File: src/common/fdc_status_pkg.sv
// Package with status byte layouts, constants and carrier types
package fdc_status_pkg;

    // Second result byte bit positions
    localparam int TWO_RSVD_BIT      = 7;
    localparam int TWO_CTRL_MARK_BIT = 6;
    localparam int TWO_DATA_CRC_BIT  = 5;
    localparam int TWO_WRONG_TRK_BIT = 4;
    localparam int TWO_SCAN_EQ_BIT   = 3;
    localparam int TWO_SCAN_NS_BIT   = 2;
    localparam int TWO_BAD_TRK_BIT   = 1;
    localparam int TWO_MISS_AM_BIT   = 0;

    // Third result byte bit positions
    localparam int THREE_RSVD7_BIT   = 7;
    localparam int THREE_WPROT_BIT   = 6;
    localparam int THREE_RSVD5_BIT   = 5;
    localparam int THREE_TRK0_BIT    = 4;
    localparam int THREE_RSVD3_BIT   = 3;
    localparam int THREE_HEAD_BIT    = 2;

    // Cross flag positions in bytes zero and one
    localparam int ONE_TRK_FAULT_BIT = 2;
    localparam int ZERO_MISS_AM_BIT  = 0;

    // Reset values and the all-ones track value
    localparam logic [7:0] STATUS_TWO_RESET   = 8'h00;
    localparam logic [7:0] STATUS_THREE_FIXED = 8'h28;
    localparam logic [7:0] TRACK_ALL_ONES     = 8'hFF;

    // Number of bytes in the result phase
    localparam logic [1:0] RESULT_BYTES = 2'h2;

    typedef enum logic [1:0] {
        ST_IDLE   = 2'b00,
        ST_EXEC   = 2'b01,
        ST_RESULT = 2'b10
    } phase_type;

    // Condition reports from the command engine during execution
    typedef struct packed {
        logic       read_cmd;
        logic       scan_cmd;
        logic       deleted_mark_seen;
        logic       data_crc_err;
        logic       track_check;
        logic [7:0] media_track;
        logic [7:0] cmd_track;
        logic       scan_equal;
        logic       scan_not_met;
        logic       data_am_missing;
        logic       id_am_missing;
    } cond_type;

    // Drive interface levels as seen by the controller
    typedef struct packed {
        logic       wprot_n;
        logic       trk0_n;
        logic       head1_sel_n;
        logic [1:0] drive_sel;
    } drive_type;

    // Compares media track against expected track
    function automatic logic track_differs(input logic [7:0] a, input logic [7:0] b);
        return a != b;
    endfunction

endpackage

File: src/core/floppy_result_status_2_3.sv
// Status bytes two and three of the diskette controller result phase
`timescale 1ns/1ps
module floppy_result_status_2_3
    import fdc_status_pkg::*;
(
    input  wire logic       core_clk,
    input  wire logic       arst_n,
    input  wire logic       cmd_start,
    input  wire logic       cond_valid,
    input  wire cond_type   cond,
    input  wire logic       cmd_done,
    input  wire drive_type  drv,
    input  wire logic       fifo_rd,
    output logic            fifo_valid,
    output logic [7:0]      fifo_data,
    output logic [7:0]      result_status_two,
    output logic [7:0]      result_status_three,
    output logic            st1_track_fault,
    output logic            st0_mark_missing,
    output logic            result_active
);
    logic [1:0] rst_sync_ff;
    logic       rst_n;
    phase_type  phase_ff;
    logic [7:0] acc_ff;
    logic [7:0] st2_ff;
    logic [7:0] nxt_acc;
    logic       st1_fault_ff;
    logic       st0_miss_ff;
    logic       acc_fault;
    logic       acc_miss;
    logic       nxt_fault;
    logic       nxt_miss;
    logic       rd_done;

    // Reset release synchroniser
    always_ff @(posedge core_clk or negedge arst_n) begin
        if (!arst_n) begin
            rst_sync_ff <= 2'b00;
        end else begin
            rst_sync_ff <= {rst_sync_ff[0], 1'b1};
        end
    end
    assign rst_n = rst_sync_ff[1];

    // Command phase tracking
    always_ff @(posedge core_clk or negedge rst_n) begin
        if (!rst_n) begin
            phase_ff <= ST_IDLE;
        end else begin
            case (phase_ff)
                ST_IDLE:   if (cmd_start) phase_ff <= ST_EXEC;
                ST_EXEC:   if (cmd_done) phase_ff <= ST_RESULT;
                ST_RESULT: begin
                    if (cmd_start) begin
                        phase_ff <= ST_EXEC;
                    end else if (rd_done) begin
                        phase_ff <= ST_IDLE;
                    end
                end
                default:   phase_ff <= ST_IDLE;
            endcase
        end
    end

    // Condition accumulation during execution
    always_comb begin
        nxt_acc   = acc_ff;
        nxt_fault = acc_fault;
        nxt_miss  = acc_miss;
        if (cond_valid) begin
            if (cond.read_cmd && cond.deleted_mark_seen) begin
                nxt_acc[TWO_CTRL_MARK_BIT] = 1'b1;
            end
            if (cond.data_crc_err) begin
                nxt_acc[TWO_DATA_CRC_BIT] = 1'b1;
            end
            if (cond.track_check) begin
                if (cond.media_track == TRACK_ALL_ONES &&
                    cond.cmd_track != TRACK_ALL_ONES) begin
                    nxt_acc[TWO_BAD_TRK_BIT] = 1'b1;
                    nxt_fault                = 1'b1;
                end else if (track_differs(cond.media_track, cond.cmd_track)) begin
                    nxt_acc[TWO_WRONG_TRK_BIT] = 1'b1;
                    nxt_fault                  = 1'b1;
                end
            end
            if (cond.scan_cmd && cond.scan_equal) begin
                nxt_acc[TWO_SCAN_EQ_BIT] = 1'b1;
            end
            if (cond.scan_cmd && cond.scan_not_met) begin
                nxt_acc[TWO_SCAN_NS_BIT] = 1'b1;
            end
            if (cond.data_am_missing) begin
                nxt_acc[TWO_MISS_AM_BIT] = 1'b1;
                nxt_miss                 = 1'b1;
            end else if (cond.id_am_missing) begin
                nxt_acc[TWO_MISS_AM_BIT] = 1'b0;
                nxt_miss                 = 1'b1;
            end
        end
        nxt_acc[TWO_RSVD_BIT] = 1'b0;
    end

    always_ff @(posedge core_clk or negedge rst_n) begin
        if (!rst_n) begin
            acc_ff    <= STATUS_TWO_RESET;
            acc_fault <= 1'b0;
            acc_miss  <= 1'b0;
        end else if (cmd_start) begin
            acc_ff    <= STATUS_TWO_RESET;
            acc_fault <= 1'b0;
            acc_miss  <= 1'b0;
        end else if (phase_ff == ST_EXEC) begin
            acc_ff    <= nxt_acc;
            acc_fault <= nxt_fault;
            acc_miss  <= nxt_miss;
        end
    end

    // Capture at completion, held through the result phase
    always_ff @(posedge core_clk or negedge rst_n) begin
        if (!rst_n) begin
            st2_ff       <= STATUS_TWO_RESET;
            st1_fault_ff <= 1'b0;
            st0_miss_ff  <= 1'b0;
        end else if (phase_ff == ST_EXEC && cmd_done) begin
            st2_ff       <= nxt_acc;
            st1_fault_ff <= nxt_fault;
            st0_miss_ff  <= nxt_miss;
        end
    end

    drive_status_sample u_three (
        .core_clk  (core_clk),
        .rst_n     (rst_n),
        .sample    (phase_ff == ST_EXEC && cmd_done),
        .drv       (drv),
        .status_ff (result_status_three)
    );

    result_mux u_mux (
        .core_clk   (core_clk),
        .rst_n      (rst_n),
        .start      (phase_ff == ST_EXEC && cmd_done),
        .rd_strobe  (fifo_rd),
        .byte_two   (nxt_acc),
        .byte_three (result_status_three),
        .rd_valid   (fifo_valid),
        .rd_data_ff (fifo_data),
        .done       (rd_done)
    );

    assign result_status_two = st2_ff;
    assign st1_track_fault   = st1_fault_ff;
    assign st0_mark_missing  = st0_miss_ff;
    assign result_active     = (phase_ff == ST_RESULT);
endmodule // floppy_result_status_2_3

File: src/core/result_mux.sv
// Result phase byte sequencer toward the data FIFO
`timescale 1ns/1ps
module result_mux
    import fdc_status_pkg::*;
(
    input  wire logic       core_clk,
    input  wire logic       rst_n,
    input  wire logic       start,
    input  wire logic       rd_strobe,
    input  wire logic [7:0] byte_two,
    input  wire logic [7:0] byte_three,
    output logic            rd_valid,
    output logic [7:0]      rd_data_ff,
    output logic            done
);
    logic [1:0] idx_ff;
    logic       act_ff;

    assign rd_valid = act_ff;
    assign done     = act_ff && rd_strobe && (idx_ff == RESULT_BYTES - 2'h1);

    always_ff @(posedge core_clk or negedge rst_n) begin
        if (!rst_n) begin
            idx_ff <= 2'h0;
            act_ff <= 1'b0;
        end else if (start) begin
            idx_ff <= 2'h0;
            act_ff <= 1'b1;
        end else if (done) begin
            act_ff <= 1'b0;
        end else if (act_ff && rd_strobe) begin
            idx_ff <= idx_ff + 2'h1;
        end
    end

    always_ff @(posedge core_clk or negedge rst_n) begin
        if (!rst_n) begin
            rd_data_ff <= 8'h00;
        end else if (start) begin
            rd_data_ff <= byte_two;
        end else if (act_ff && rd_strobe) begin
            rd_data_ff <= byte_three;
        end
    end
endmodule // result_mux

File: src/core/st3_sample.sv
// Third result byte assembly from drive lines
`timescale 1ns/1ps
module drive_status_sample
    import fdc_status_pkg::*;
(
    input  wire logic       core_clk,
    input  wire logic       rst_n,
    input  wire logic       sample,
    input  wire drive_type  drv,
    output logic [7:0]      status_ff
);
    logic [7:0] nxt_status;

    always_comb begin
        nxt_status                  = STATUS_THREE_FIXED;
        nxt_status[THREE_RSVD7_BIT] = 1'b0;
        nxt_status[THREE_WPROT_BIT] = ~drv.wprot_n;
        nxt_status[THREE_TRK0_BIT]  = ~drv.trk0_n;
        nxt_status[THREE_HEAD_BIT]  = ~drv.head1_sel_n;
        nxt_status[1:0]             = drv.drive_sel;
    end

    always_ff @(posedge core_clk or negedge rst_n) begin
        if (!rst_n) begin
            status_ff <= STATUS_THREE_FIXED;
        end else if (sample) begin
            status_ff <= nxt_status;
        end
    end
endmodule // drive_status_sample

File: config.mk
export PLATFORM = sky130hd
export DESIGN_NAME = floppy_result_status_2_3
export DESIGN_NICKNAME = d
export VERILOG_FILES = /design/src/common/fdc_status_pkg.sv /design/src/core/floppy_result_status_2_3.sv /design/src/core/result_mux.sv /design/src/core/st3_sample.sv
export SDC_FILE = /design/constraint.sdc
export NUM_CORES = 1
export LEC_CHECK = 0
export BUFFER_PORTS_ARGS = -buffer_cell sky130_fd_sc_hd__buf_2
export CAP_MARGIN = 20
export CELL_PAD_IN_SITES_DETAIL_PLACEMENT = 0
export CELL_PAD_IN_SITES_GLOBAL_PLACEMENT = 1
export CORE_UTILIZATION = 36
export CTS_CLUSTER_SIZE = 16
export DETAILED_ROUTE_END_ITERATION = 12
export GPL_TIMING_DRIVEN = 1
export PLACE_DENSITY = 0.78
export REMOVE_ABC_BUFFERS = 1
export SKIP_CTS_REPAIR_TIMING = 1
export SLEW_MARGIN = 40
export SYNTH_ARGS = -nofsm -noshare
export SYNTH_HDL_FRONTEND = slang
export SYNTH_SLANG_ARGS = --single-unit
File: constraint.sdc
create_clock -name core_clk -period 1.6 [get_ports core_clk]
set_input_delay 0.16 -clock core_clk [delete_from_list [all_inputs] [get_ports core_clk]]
set_output_delay 0.16 -clock core_clk [all_outputs]
set_load 0.005 [all_outputs]
# Word level (Yosys, flattened, before mapping)
# Cells that the tools add are included.
dict set report totals {
  ff_bits 38
  elab_cells 76
  output_inout_bits 28
  in_bits 36
}
dict set report classes {
  addsub 1
  n_eq_ne 10
  n_reduce_logical 13
  n_mux 37
  bitwise 3
}
# cell count
set op_table {}
lappend op_table {{2-to-1 mux 1 bit} 24}
lappend op_table {{2-to-1 mux 7 bit} 3}
lappend op_table {{2-to-1 mux 8 bit} 2}
lappend op_table {{2-to-1 mux 2 bit} 7}
lappend op_table {{== test 8 bit, second input constant} 1}
lappend op_table {{inequality test 8 bit} 1}
lappend op_table {{inequality test 8 bit, second input constant} 1}
lappend op_table {{logical AND 1 bit} 7}
lappend op_table {{one-hot mux 2 bit (3 select lines)} 1}
lappend op_table {{nonzero test 2 bit} 3}
lappend op_table {{== test 2 x 1 -> 1 bit, second input constant} 2}
lappend op_table {{inequality test 2 bit, second input constant} 2}
lappend op_table {{inequality test 3 x 2 -> 1 bit, second input constant} 1}
lappend op_table {{NOT 1 bit} 3}
lappend op_table {{AND reduction 3 bit} 1}
lappend op_table {{adder 2 x 1 -> 2 bit, second input constant} 1}
lappend op_table {{== test 2 bit, second input constant} 1}
lappend op_table {{logical NOT 2 bit} 1}
lappend op_table {{inequality test 2 x 1 -> 1 bit, second input constant} 1}
lappend op_table {{AND reduction 2 bit} 1}

# Depth between registers and ports, before layout
dict set report logic_depth {
  depth_word 7
  ltp_mapped 6
  ltp_nobuf 5
}

# Cells and area by module
# From an unflattened synthesis, not the netlist that was laid out.
dict set report hier_totals {
  hier_cells 189
  area_unflattened_um2 1974.4
}
# mod cells_per_inst seq_area_each_um2 area_per_inst_um2 n_inst
set modules_own_cells {}
lappend modules_own_cells {floppy_result_status_2_3 108 550.5 1047.3 1}
lappend modules_own_cells {result_mux 62 275.3 694.4 1}
lappend modules_own_cells {drive_status_sample 19 125.1 232.7 1}

# Worst setup path after synthesis
# No wires, ideal clock.
dict set report synth_timing {
  path_kind {register -> register}
  from {reg phase_ff[0]}
  to {reg st2_ff[4] (netlist: result_status_two[4])}
  arrival_ps 1075
  setup_slack_ps 393
  period_less_slack_ps 1207
  n_path_buf 2
  required_ps 1468
  stages_incl_launch_ff 7
  setup_ps 132
  path_cell_list {dfrtp_1 nor2b_4 buf_6 nand2_2 buf_6 mux2i_1 o31ai_1}
}
dict set report synth_via {
  elab_chain_len 2
}
# element line_no
set synth_rtl {}
lappend synth_rtl {{start, declared} floppy_result_status_2_3.sv:24} ;# phase_type phase_ff;
lappend synth_rtl {{start signal, assigned} floppy_result_status_2_3.sv:49} ;# phase_ff <= ST_IDLE;
lappend synth_rtl {{start signal, assigned} floppy_result_status_2_3.sv:52} ;# ST_IDLE: if (cmd_start) phase_ff <= ST_EXEC;
lappend synth_rtl {{start signal, assigned} floppy_result_status_2_3.sv:53} ;# ST_EXEC: if (cmd_done) phase_ff <= ST_RESULT;
lappend synth_rtl {{== test 2 x 1 -> 1 bit} floppy_result_status_2_3.sv:127} ;# end else if (phase_ff == ST_EXEC && cmd_done) begin
lappend synth_rtl {{logical AND 1 bit} floppy_result_status_2_3.sv:127}
lappend synth_rtl {{end signal, assigned} floppy_result_status_2_3.sv:128} ;# st2_ff <= nxt_acc;
lappend synth_rtl {{end, declared} floppy_result_status_2_3.sv:26} ;# logic [7:0] st2_ff;
# Every way passes these cells.
# A chain may end at the register's enable or synchronous reset.

# Worst setup path after layout
dict set report layout_timing {
  from {reg phase_ff[0]}
  to {reg st2_ff[1] (netlist: result_status_two[1])}
}
# Same word-level chain as after synthesis.

==> impl_metrics.env <==
export IMPL_synth_area_mm2=0.00174
export IMPL_area_growth_pct=22.5
export IMPL_ir_worst_vdd_mv=0.414
export IMPL_grt_pass1_vias=1375
export IMPL_antenna_found_initial=0
export IMPL_hpwl_um=2860
export IMPL_synth_avg_cell_area_um2=10.2
export IMPL_place_congestion=0.721
export IMPL_p_leak_nw=1.04
export IMPL_cp_start_kind="flop"
export IMPL_route_detailed_drc=0
export IMPL_routedWlPerCell_um=13.3
export IMPL_synth_enable_flop_cells=0
export IMPL_path_class="reg -> reg"
export IMPL_fin_setup_tns_ps=0
export IMPL_critPathRequiredTime_ps=1750
export IMPL_fin_skew_ps=5.33
export IMPL_cts_sinks=37
export IMPL_slowest_stage="a311oi_1"
export IMPL_crit_path_end_kind="flop"
export IMPL_crit_chain="nor2b_4 -> nand2_2 -> a311oi_1 -> nor2_1"
export IMPL_status="finished, final reports clean"
export IMPL_overflow=0
export IMPL_antenna_left=0
export IMPL_hold_ws_ps=61.7
export IMPL_die_w_um=71.5
export IMPL_yosys_most_used_dff="dfrtp_1"
export IMPL_period_share_pct=85.0
export IMPL_finalCriticalPeriod_ps=1360
export IMPL_cts_root_buffer="clkbuf_8"
export IMPL_synthArstFlopShare_pct=100
export IMPL_cpPeakStageDelay_ps=420
export IMPL_arrival_ps=1520
export IMPL_setup_viol=0
export IMPL_vias_per_cell=4.87
export IMPL_yosys_area_top_type="dfrtp_1"
export IMPL_synth_cell_types=40
export IMPL_clk_latency_ps=280
export IMPL_cts_buffer_depth=2
export IMPL_track_usage_pct=16.4
export IMPL_grt_max_degree=36
export IMPL_coreArea_mm2=0.00450
export IMPL_layout_common_cells="58 x buf_2, 37 x dfrtp_1, 27 x nand2_1"
export IMPL_ios=64
export IMPL_vias=1372
export IMPL_port_buffers=58
export IMPL_finalHoldViolations=0
export IMPL_ys_ff_latch=37
export IMPL_grt_setup_unrepaired="false"
export IMPL_fmax_mhz=735
export IMPL_diodes=0
export IMPL_synth_area_top_cells="dfrtp_1 53%, nand2_1 5.8%, nor2_1 5.0%"
export IMPL_synth_cells=171
export IMPL_htreeDepth=2
export IMPL_dieHeight_um=71.5
export IMPL_cts_buffers=5
export IMPL_hold_path_class="in -> reg"
export IMPL_yosys_warnings=0
export IMPL_fp_dieArea_mm2=0.00511
export IMPL_p_per_area_mw_per_mm2=1430
export IMPL_crit_fanout=11
export IMPL_dr_pass1_iters=4
export IMPL_grt_pass1_wl_um=6420
export IMPL_drv_slew=0
export IMPL_final_common_cell="buf_2"
export IMPL_path_clk_slew_ps=70
export IMPL_drt_total_wl_um=3750
export IMPL_fp_row_count=24
export IMPL_nets=268
export IMPL_drv_cap=0
export IMPL_start_util_pct=38.6
export IMPL_yosysTopAreaCellShare_pct=53.2
export IMPL_ys_seq_area_share_pct=53.2
export IMPL_drtIter0Drc=37
export IMPL_utilization_pct=47.3
export IMPL_drive_gt1_share_pct=34.8
export IMPL_tritoncts="done"
[worst max-delay path: cells and delay by family, from the launching register on]
kind            cells  cell delay, ps
simple gates        3             440
flops               1             370
compound gates      1             420
[cell usage after synthesis, types with 3 or more instances]
cell	count
dfrtp_1	37
nor3_2	3
nand4_1	4
buf_2	3
xnor2_1	9
o21ai_0	4
inv_1	4
nor2_1	23
a21oi_1	6
buf_6	3
nand2_1	27
buf_4	6
and3_1	5
a31oi_1	4
[path summary, 6_finish.rpt]
| check | startpoint | endpoint | slack, ps | depth (start not counted) |
|---|---|---|---|---|
| max in group asynchronous | rst_sync_ff[1]$_DFF_PN0_ | acc_miss$_DFFE_PN0P_ | 1010 | 1 |
| worst max register to register | phase_ff[0]$_DFFE_PN0P_ | result_status_two[1]$_DFFE_PN0P_ | 240 | 4 |
| worst min-delay path | drv[2] | u_three.status_ff[2]$_DFFE_PN0P_ | 60 | 2 |
| min in group asynchronous | arst_n | rst_sync_ff[0]$_DFF_PN0_ | 180 | 2 |
| worst max-delay path | phase_ff[0]$_DFFE_PN0P_ | result_status_two[1]$_DFFE_PN0P_ | 240 | 4 |
| worst min register to register | rst_sync_ff[1]$_DFF_PN0_ | st1_track_fault$_DFFE_PN0P_ | 270 | 1 |
[through the flow]
step                      area (um^2)  instances  worst slack [ps]  power (mW)
final                            2130        282               239        3.05
after global routing             2130        282               139        3.30
after CTS                        2120        281               234        3.11
after detailed placement         2050        275               256        2.51
after global placement           2050        275               310        2.49
after floorplan                  1660        162               226        2.00
[cell type report]
class	count	area (um^2)
fillers	445	2370
multi-input cells	120	712
repair buffers	62	335
well taps	52	65.1
clock inverters	1	5.00
inverters	5	18.8
flip-flops and latches	37	926
clock buffers	5	68.8
[report_power, final]
part,internal [mW],switching (mW)
clock,0.286,0.294
sequential,1.26,0.184
combinational,0.504,0.527
[per-layer routing]
layer / GRT usage [%] / part of all wire [%] / vias to the layer above
met5: 0 / 0 / -
met4: 7.19 / 2.0 / 0
met3: 4.36 / 5.8 / 7
met2: 27.7 / 47 / 47
met1: 19.7 / 45 / 628
li1: - / - / 690
[sequential cells by signal (all words and copies together) (netlist names)]
signal,count
acc_ff,7
result_status_two,7
u_mux.rd_data_ff,7
u_three.status_ff,5
phase_ff,2
rst_sync_ff,2
u_mux.idx_ff,2
acc_fault,1
acc_miss,1
st0_mark_missing,1
st1_track_fault,1
u_mux.rd_valid,1
[cells by family after synthesis]
group	synth area share, %
mux	0.576
fa+ha+maj	0.719
flops	53.2
simple gates	21.0
other cells	0.432
buf+inv	6.69
compound gates	12.8
xor+xnor	4.53
(Power assumes the default switching activity.)
